`src/aicr_pkg.sv`:
```
/*
 * Package for the analog input control register bank: subaddresses,
 * field positions, reset values and decoded mode enumerations.
 * Assumes an upstream serial-bus slave that presents byte writes and reads.
 */
package aicr_pkg;

    // ------------------------------------------------------------------
    // subaddresses
    // ------------------------------------------------------------------
    localparam logic [7:0] SUB_CHIP_VERSION = 8'h00;
    localparam logic [7:0] SUB_INCR_DELAY   = 8'h01;
    localparam logic [7:0] SUB_AIN_CTRL_ONE = 8'h02;

    // ------------------------------------------------------------------
    // field positions
    // ------------------------------------------------------------------
    localparam int CHIP_VERSION_LSB = 4;
    localparam int WHITE_PEAK_BIT   = 6;
    localparam int GAIN_HYST_LSB    = 4;
    localparam int INCR_DELAY_LSB   = 0;
    localparam int FUNC_SEL_LSB     = 6;
    localparam int MODE_LSB         = 0;

    // ------------------------------------------------------------------
    // reset values and special codes
    // ------------------------------------------------------------------
    localparam logic [6:0] INCR_DELAY_REG_RST = 7'h00;
    localparam logic [7:0] AIN_CTRL_REG_RST   = 8'h00;
    localparam logic [3:0] INCR_DELAY_NO_UPD  = 4'hF;
    localparam logic [5:0] MODE_CVBS_LAST     = 6'h05;
    localparam logic [5:0] MODE_YC_LAST       = 6'h0D;

    // ------------------------------------------------------------------
    // decoded types
    // ------------------------------------------------------------------
    typedef enum logic [1:0] {
        AICR_FUNC_BYPASS     = 2'b00,
        AICR_FUNC_AMP        = 2'b10,
        AICR_FUNC_AMP_FILTER = 2'b11
    } aicr_func_e;

    typedef enum logic [1:0] {
        AICR_PATH_NONE = 2'b00,
        AICR_PATH_CVBS = 2'b01,
        AICR_PATH_YC   = 2'b10
    } aicr_path_e;

endpackage : aicr_pkg

```
`src/aicr_mode_decode.sv`:
```
/*
 * Decoder from the six-bit input mode code to source selections.
 * Assumes a registered mode code on the same clock; purely combinational.
 */
`timescale 1ns/10ps
module aicr_mode_decode (
    input  wire logic [5:0]          mode_i,        // input mode code
    output aicr_pkg::aicr_path_e     path_o,        // cvbs, y/c or none
    output logic [1:0]               luma_group_o,  // 0: none, 1: group 1, 2: group 2
    output logic [2:0]               luma_input_o,  // input 1..4 inside group, 0 none
    output logic [2:0]               chroma_input_o,// group 2 input 1..4, 0 none
    output logic                     chroma_track_o // chroma gain follows luma gain
);
    import aicr_pkg::*;

    logic [5:0] yc_idx;
    logic [1:0] pair_n;

    always_comb begin
        yc_idx         = mode_i - 6'h06;
        pair_n         = {yc_idx[2], yc_idx[0]};
        path_o         = AICR_PATH_NONE;
        luma_group_o   = 2'd0;
        luma_input_o   = 3'd0;
        chroma_input_o = 3'd0;
        chroma_track_o = 1'b0;
        if (mode_i <= MODE_CVBS_LAST) begin
            path_o = AICR_PATH_CVBS;
            if (mode_i < 6'h02) begin
                luma_group_o = 2'd1;
                luma_input_o = 3'(mode_i) + 3'd1;
            end else begin
                luma_group_o = 2'd2;
                luma_input_o = 3'(mode_i) - 3'd1;
            end
        end else if (mode_i <= MODE_YC_LAST) begin
            // pairs n=1..4; bit1 of the offset picks tracked chroma gain
            path_o         = AICR_PATH_YC;
            luma_group_o   = 2'd1;
            luma_input_o   = {1'b0, pair_n} + 3'd1;
            chroma_input_o = {1'b0, pair_n} + 3'd1;
            chroma_track_o = yc_idx[1];
        end
    end

endmodule : aicr_mode_decode

```
`src/aicr_regs.sv`:
```
/*
 * Analog input control register bank, subaddresses 00h to 02h.
 * Assumes a serial-bus slave in front that issues single-cycle write and
 * read strobes with a subaddress, synchronous to sys_clk_i.
 */
// How it works
// - read-only version nibble at 00h[7:4]
// - white peak limit active when bit clear
// - bits 5:4 set gain update hysteresis
// - delay code 1110 minimal, 0000 maximal, 1111 no update
// - bits 7:6 select amplifier and filter
// - modes 00-05 select six composite inputs
// - y/c pairs with static chroma gain
// - y/c pairs with tracked chroma gain
`timescale 1ns/10ps
module aicr_regs #(
    parameter logic [3:0] CHIP_VERSION = 4'h1   // arbitrary value
) (
    input  wire logic                 sys_clk_i,          // 40 MHz clock
    input  wire logic                 sys_rst_i,          // sync reset, active high
    input  wire logic [7:0]           sub_addr_i,         // register subaddress
    input  wire logic                 wr_en_i,            // write strobe
    input  wire logic [7:0]           wr_data_i,          // write data
    input  wire logic                 rd_en_i,            // read strobe
    output logic [7:0]                rd_data_o,          // read data, registered
    output logic                      rd_valid_o,         // read data valid pulse
    output logic                      white_peak_limit_o, // limiter enabled
    output logic [1:0]                gain_update_hysteresis_o, // hysteresis, bits 5:4
    output logic [3:0]                increment_delay_o,  // delay code
    output logic                      increment_delay_upd_o, // delay update enabled
    output logic                      amp_enable_o,       // amplifier active
    output logic                      aa_filter_enable_o, // anti-alias filter active
    output aicr_pkg::aicr_path_e      input_path_o,       // selected path type
    output logic [1:0]                luma_group_o,       // luma input group
    output logic [2:0]                luma_input_o,       // luma input number
    output logic [2:0]                chroma_input_o,     // chroma input number
    output logic                      chroma_track_o,     // chroma gain tracks luma
    output logic                      chroma_static_gain_o // chroma from static gain
);
    import aicr_pkg::*;

    // ------------------------------------------------------------------
    // register storage
    // ------------------------------------------------------------------
    logic [6:0] incr_delay_ctrl_r;
    logic [7:0] ain_ctrl_one_r;
    logic [7:0] rd_data_r;
    logic       rd_valid_r;

    // a write strobe only counts for the subaddress that it names
    function automatic logic write_hit(input logic       wr_en,
                                       input logic [7:0] addr,
                                       input logic [7:0] target);
        return wr_en && (addr == target);
    endfunction : write_hit

    // bit 7 of 01h is unused, so it is not stored and reads zero
    always_ff @(posedge sys_clk_i) begin
        if (sys_rst_i) begin
            incr_delay_ctrl_r <= INCR_DELAY_REG_RST;
        end else if (write_hit(wr_en_i, sub_addr_i, SUB_INCR_DELAY)) begin
            incr_delay_ctrl_r <= wr_data_i[6:0];
        end
    end

    always_ff @(posedge sys_clk_i) begin
        if (sys_rst_i) begin
            ain_ctrl_one_r <= AIN_CTRL_REG_RST;
        end else if (write_hit(wr_en_i, sub_addr_i, SUB_AIN_CTRL_ONE)) begin
            ain_ctrl_one_r <= wr_data_i;
        end
    end

    // ------------------------------------------------------------------
    // read path
    // ------------------------------------------------------------------
    function automatic logic [7:0] read_mux(input logic [7:0] addr);
        logic [7:0] val;
        val = 8'h00;
        if (addr == SUB_CHIP_VERSION) begin
            val = {CHIP_VERSION, 4'h0};
        end else if (addr == SUB_INCR_DELAY) begin
            val = {1'b0, incr_delay_ctrl_r};
        end else if (addr == SUB_AIN_CTRL_ONE) begin
            val = ain_ctrl_one_r;
        end
        return val;
    endfunction : read_mux

    always_ff @(posedge sys_clk_i) begin
        if (sys_rst_i) begin
            rd_data_r  <= 8'h00;
            rd_valid_r <= 1'b0;
        end else begin
            rd_valid_r <= rd_en_i;
            if (rd_en_i) begin
                rd_data_r <= read_mux(sub_addr_i);
            end
        end
    end

    assign rd_data_o  = rd_data_r;
    assign rd_valid_o = rd_valid_r;

    // ------------------------------------------------------------------
    // control decode
    // ------------------------------------------------------------------
    logic [1:0] func_sel;
    logic [3:0] delay_code;

    assign func_sel   = ain_ctrl_one_r[FUNC_SEL_LSB +: 2];
    assign delay_code = incr_delay_ctrl_r[INCR_DELAY_LSB +: 4];

    assign white_peak_limit_o       = ~incr_delay_ctrl_r[WHITE_PEAK_BIT];
    assign gain_update_hysteresis_o = incr_delay_ctrl_r[GAIN_HYST_LSB +: 2];
    // lower code means longer delay; the analog side consumes the raw code
    assign increment_delay_o        = delay_code;
    assign increment_delay_upd_o    = (delay_code != INCR_DELAY_NO_UPD);

    // 01 is undefined; treated as bypass so nothing switches on by accident
    assign amp_enable_o       = (func_sel == AICR_FUNC_AMP) ||
                                (func_sel == AICR_FUNC_AMP_FILTER);
    assign aa_filter_enable_o = (func_sel == AICR_FUNC_AMP_FILTER);

    // ------------------------------------------------------------------
    // input mode routing
    // ------------------------------------------------------------------
    logic track;

    aicr_mode_decode u_mode_decode (
        .mode_i         (ain_ctrl_one_r[MODE_LSB +: 6]),
        .path_o         (input_path_o),
        .luma_group_o   (luma_group_o),
        .luma_input_o   (luma_input_o),
        .chroma_input_o (chroma_input_o),
        .chroma_track_o (track)
    );

    assign chroma_track_o       = track;
    assign chroma_static_gain_o = (input_path_o == AICR_PATH_YC) && !track;

endmodule : aicr_regs

```
`config.mk`:
```
export PLATFORM = sky130hd
export DESIGN_NAME = aicr_regs
export DESIGN_NICKNAME = d
export VERILOG_FILES = /design/src/aicr_pkg.sv /design/src/aicr_mode_decode.sv /design/src/aicr_regs.sv
export SDC_FILE = /design/constraint.sdc
export NUM_CORES = 1
export LEC_CHECK = 0
export CELL_PAD_IN_SITES_DETAIL_PLACEMENT = 1
export CELL_PAD_IN_SITES_GLOBAL_PLACEMENT = 1
export CORE_MARGIN = 8
export CORE_UTILIZATION = 30
export CTS_CLUSTER_DIAMETER = 150
export CTS_CLUSTER_SIZE = 10
export DETAILED_ROUTE_END_ITERATION = 7
export DONT_BUFFER_PORTS = 1
export GPL_TIMING_DRIVEN = 0
export PLACE_DENSITY_LB_ADDON = 0.1
export SLEW_MARGIN = 20
export SYNTH_ARGS = -nofsm -noshare
export SYNTH_HDL_FRONTEND = slang
export SYNTH_SLANG_ARGS = --single-unit
```
`constraint.sdc`:
```
create_clock -name sys_clk_i -period 6.2 [get_ports sys_clk_i]
set_clock_uncertainty 0.15 [all_clocks]
set_input_delay 1.24 -clock sys_clk_i [delete_from_list [all_inputs] [get_ports sys_clk_i]]
set_output_delay 1.24 -clock sys_clk_i [all_outputs]
set_load 0.03 [all_outputs]
```
* Word-level counts from Yosys, hierarchy flattened
Cells that the tools add are included.
** Word-level totals
- Flip-flop bits (word level) :: 24
** Operators by class
- Bitwise gates (word level) :: 1
- $lt $le $gt $ge :: 3
- Reduce and logical (&&, ||, !) cells :: 6
- $add $sub $neg :: 4
- Equality and inequality tests :: 6
- Multiplexer cells :: 14
** Operator list (count)
- two-way mux 8 bit :: 3
- two-way mux 3 bit :: 4
- equality test 8 x 1 -> 1 bit (second input constant) :: 1
- equality test 8 x 2 -> 1 bit (second input constant) :: 1
- logical NOT 8 bit :: 1
- two-way mux 2 bit :: 4
- equality test 2 bit (second input constant) :: 3
- less-or-equal comparator 6 x 3 -> 1 bit (second input constant) :: 1
- less-or-equal comparator 6 x 4 -> 1 bit (second input constant) :: 1
- < comparator 6 x 2 -> 1 bit (second input constant) :: 1
- inequality test 4 bit (second input constant) :: 1
- adder 2 x 1 -> 3 bit (second input constant) :: 1
- adder 3 x 1 -> 3 bit (second input constant) :: 1
- logical AND 1 bit :: 3
- two-way mux 1 bit :: 3
- subtractor 3 x 1 -> 3 bit (second input constant) :: 1
- subtractor 3 bit (second input constant) :: 1
- logical NOT 1 bit :: 1
- logical OR 1 bit :: 1
- NOT 1 bit :: 1

* Logic depth before layout (Yosys ltp)
- Word-level depth :: 5
- Depth in mapped cells :: 5
- Gate-level depth less buffers :: 5

* Cells and area by module
From an unflattened synthesis, not the netlist that was laid out.
** Second synthesis, totals
- Cell total of the unflattened synthesis :: 142
- Area total of the unflattened synthesis :: 1370.1 sq um
** Modules (own cells, without submodules)
- aicr_regs :: area an instance 1087.3 sq um, cells each 109, instances 1
- aicr_mode_decode :: area an instance 282.8 sq um, cells each 33, instances 1

* Worst setup path after synthesis
No wires, ideal clock.
- Kind :: register to output
- Start point :: reg ain_ctrl_one_r[1]
- End point :: out chroma_input_o[0]
- Arrival time :: 2126 ps
- Data required time :: 4810 ps
- Path buffers :: 1
- Cell stages (with the launch flop) :: 5
- Path slack :: 2684 ps
- Path through :: dfxtp_1 buf_2 and3_1 nor4_1 nor2b_1
** On the way
- Word-level cells in the longest chain between the ends :: 3
- Elaborated cells between the ends (all ways) :: 4
** Ends and longest elaborated chain
- start, declared :: line aicr_regs.sv:46 : logic [7:0] ain_ctrl_one_r;
- start signal, assigned :: line aicr_regs.sv:70 : ain_ctrl_one_r <= wr_data_i;
- less-or-equal comparator 6 x 4 -> 1 bit :: line aicr_mode_decode.sv:36 : end else if (mode_i <= MODE_YC_LAST) begin
- two-way mux 3 bit :: line aicr_mode_decode.sv:36
- two-way mux 3 bit (*) :: line aicr_mode_decode.sv:27 : if (mode_i <= MODE_CVBS_LAST) begin
- end, declared :: line aicr_regs.sv:36 : output logic [2:0] chroma_input_o,
Every way passes the cells marked *; elsewhere a longest branch is shown, timed or not.

* Worst setup path in the final report
- Start point :: reg ain_ctrl_one_r[4]
- End point :: out luma_input_o[2]
** On the way
- Word-level cells in the longest chain between the ends :: 3
- Elaborated cells between the ends (all ways) :: 6
** Ends and longest elaborated chain
- less-or-equal comparator 6 x 4 -> 1 bit or < comparator 6 x 2 -> 1 bit (tied branches) :: line aicr_mode_decode.sv:36, aicr_mode_decode.sv:29
- two-way mux 3 bit (on tied branches) :: line aicr_mode_decode.sv:36, aicr_mode_decode.sv:29
- two-way mux 3 bit (*) :: line aicr_mode_decode.sv:27
- end, declared :: line aicr_regs.sv:35 : output logic [2:0] luma_input_o,
Marks and branches as above.

==> key figures <==
Hold path
  • Hold Path Class: reg2reg

Floorplanning
  • Core Rows: 23
  • Die Height: 80.6 µm
  • Die Wd: 80.6 µm
  • Initial Util: 31.3%
  • IO Count: 51
  • Die area: 6490 µm²
  • Core Footprint: 4000 µm²

Finish
  • Final Instance Area: 1400 µm²
  • Antenna Cells: 0
  • Fin nets: 157
  • Share of cells above drive strength 1: 16.4%
  • Area added between synthesis and finish: 11.7%

Clocking
  • Post-CTS setup buffers: 0
  • Clock Latency Late Sink: 0.27 ns
  • Hold Buf Count CTS: 0
  • Clk sinks: 24
  • Clk root buf: clkbuf_8
  • CTS tree: yes
  • H-Tree Depth: 1
  • Resized Gates After CTS: 0
  • Inserted Clock Buffers: 3
  • Clock transition at path regs: 0.09 ns
  • Clock Path Buffers: 2

Global route
  • Grt total ovfl: 0
  • Initial antenna violation count: 0
  • First-pass GRT wire length: 5660 µm
  • GRT Util Overall: 11.3%
  • Vias in the first global route: 1079
  • Pin count of the biggest net entering global routing: 15

Route
  • TritonRoute pass-1 iters: 4
  • Drc violations: 0
  • Final wirelength: 3560 µm
  • WL/cell: 19.3 µm
  • Vias: 959
  • 1st-iter DRT viols: 26
  • Vias/cell: 5.21
  • Antenna Nets Post-Route: 0

Setup path
  • CP endpoint kind: primary output
  • CP bufs+invs: 0
  • Critical path type: reg2out
  • Delay-heaviest family, CP: simple AND/OR/NAND/NOR gates
  • Worst path cell trace: or3_1 -> or3_1 -> fa_1 -> xor2_1 -> a22o_1
  • Crit-path slowest cell: or3_1
  • Max stage delay on crit path: 0.42 ns
  • Worst setup SP type: flop
  • Worst Path Arrival: 2.31 ns
  • Max FO, Critical Path: 6
  • Critical path required time: 4.81 ns
  • Cell mode on critical path: or3_1

STA
  • Min Tclk post-route: 3.70 ns
  • # setup viols final: 0
  • Max frequency: 271 MHz
  • Tcrit/Tclk final: 59.6%
  • Max Slew Vio Count: 0
  • RSZ-0062 raised after global routing: no
  • Headroom to the max-slew limit: 42.5%
  • Setup TNS: 0 ns
  • Least-Margin Pin Slew: 0.862 ns
  • Final-report hold violation count: 0

Place
  • Post-placement cell area: 1330 µm²
  • PortBufs: 0
  • Dpl hpwl: 2810 µm
  • Placer's final routability congestion estimate: 0.692

Synth
  • Synth area leaders: dfxtp_1, mux2i_1, a22o_1
  • Predominant post-synthesis flop cell: dfxtp_1
  • Yosys top cell by area: dfxtp_1
  • Unique masters post-synth: 29
  • Synth warn: 0
  • Post-Syn Area: 1250 µm²
  • Synth top area share: 38.4%
  • Cells after synthesis: 130
  • Flops & latches, synth: 24
  • Most frequent cell after synthesis: dfxtp_1
  • Syn_area_per_cell: 9.62 µm²
  • Post-synth EDFFs: 0
  • Register area share after synthesis: 38.4%
  • Most instantiated cells after synthesis: dfxtp_1, nor2_1, mux2i_1, a22o_1
  • Ys async rst share: 0%
  • Post-Syn Nets: 152

Power and ir drop
  • Peak supply drop: 0.134 mV
  • Power density over cell area: 220 nW/µm²
  • LEAKAGE: 0.666 nW

Job
  • Max-Cap Viols: 0

Outcome
  • Status: completed
## per-layer routing
| layer | routed length (µm) | share of wire, % | vias to the layer above | track usage (%) |
|---|---|---|---|---|
| met5 | 0 | 0 | - | 0 |
| met4 | 17 | 0.48 | 0 | 2.18 |
| met3 | 322 | 9.1 | 2 | 5.25 |
| met2 | 1850 | 52 | 25 | 21.0 |
| met1 | 1370 | 39 | 471 | 11.2 |
| li1 | - | - | 461 | - |
## stage by stage
stage | hold WS [ns] | setup slack (ns) | total power [mW] | cells | utilization (%)
after global routing | 0.424 | 2.35 | 0.320 | 184 | 34.9
after global placement | 0.362 | 2.52 | 0.171 | 180 | 32.8
after detailed placement | 0.381 | 2.80 | 0.172 | 180 | 33.2
final | 0.388 | 2.50 | 0.307 | 184 | 34.9
after CTS | 0.398 | 2.48 | 0.311 | 184 | 34.9
after floorplan | 0.329 | 2.68 | 0.169 | 130 | -
## area by class of cell
| type | instances | area, µm² |
|---|---|---|
| multi-input combinational | 88 | 688 |
| clock buffer | 3 | 41.3 |
| clock inverter | 1 | 30.0 |
| tap | 50 | 62.6 |
| buffer | 15 | 83.8 |
| inverter | 3 | 11.3 |
| fill | 465 | 2600 |
| sequential | 24 | 480 |
## worst paths after layout
path | cells after the start | end | slack, ns | startpoint
max | 5 | luma_input_o[2] | 2.50 | ain_ctrl_one_r[4]$_SDFFE_PP0P_
min | 2 | rd_data_o[7]$_SDFFE_PP0P_ | 0.39 | ain_ctrl_one_r[7]$_SDFFE_PP0P_
max reg2reg | 4 | rd_data_o[4]$_SDFFE_PP0P_ | 4.95 | ain_ctrl_one_r[4]$_SDFFE_PP0P_
min reg2reg | 2 | rd_data_o[7]$_SDFFE_PP0P_ | 0.39 | ain_ctrl_one_r[7]$_SDFFE_PP0P_
## report_power, final
part / internal, mW / switching (mW)
sequential: 0.154 / 0.00103
clock: 0.0864 / 0.0524
combinational: 0.00361 / 0.00894
## tightest hold or removal path, delay by kind of cell (launching register included)
family          cells  cell delay, ns
flops               1            0.34
simple gates        1            0.09
compound gates      1            0.06
## sequential cells by signal, indices dropped and copies added (netlist names)
name and count:
rd_data_o 8, ain_ctrl_one_r 8, incr_delay_ctrl_r 7, rd_valid_o 1
## cell usage in the layout (no fill, tap or decap), types with 2 or more instances in the layout
master     n
a22o_1     8
nor2_1    17
clkbuf_8   3
nor4_2     2
nor2b_1    5
nor3b_1    6
or3_1      2
and2_1     4
buf_4      6
dfxtp_1   24
xor2_1     3
buf_2      4
nand4_2    2
nand4_1    2
inv_1      3
a31o_1     6
nand2b_1   3
mux2i_1   15
a21oi_1    3
clkbuf_1   5
## kinds of logic (layout without fill, tap and decap cells)
| group | Yosys count | after routing | share of synthesized area (%) |
|---|---|---|---|
| buffers and inverters | 18 | 22 | 7.60 |
| and+or+nand+nor | 49 | 49 | 25.2 |
| DFF | 24 | 24 | 38.4 |
| AOI/OAI and AO/OA | 19 | 19 | 12.1 |
| xor gates and xnor gates | 3 | 3 | 2.10 |
| adders and majority gates | 2 | 2 | 2.60 |
| muxes | 15 | 15 | 12.0 |
Note: power is estimated with default switching activity, not from simulation.
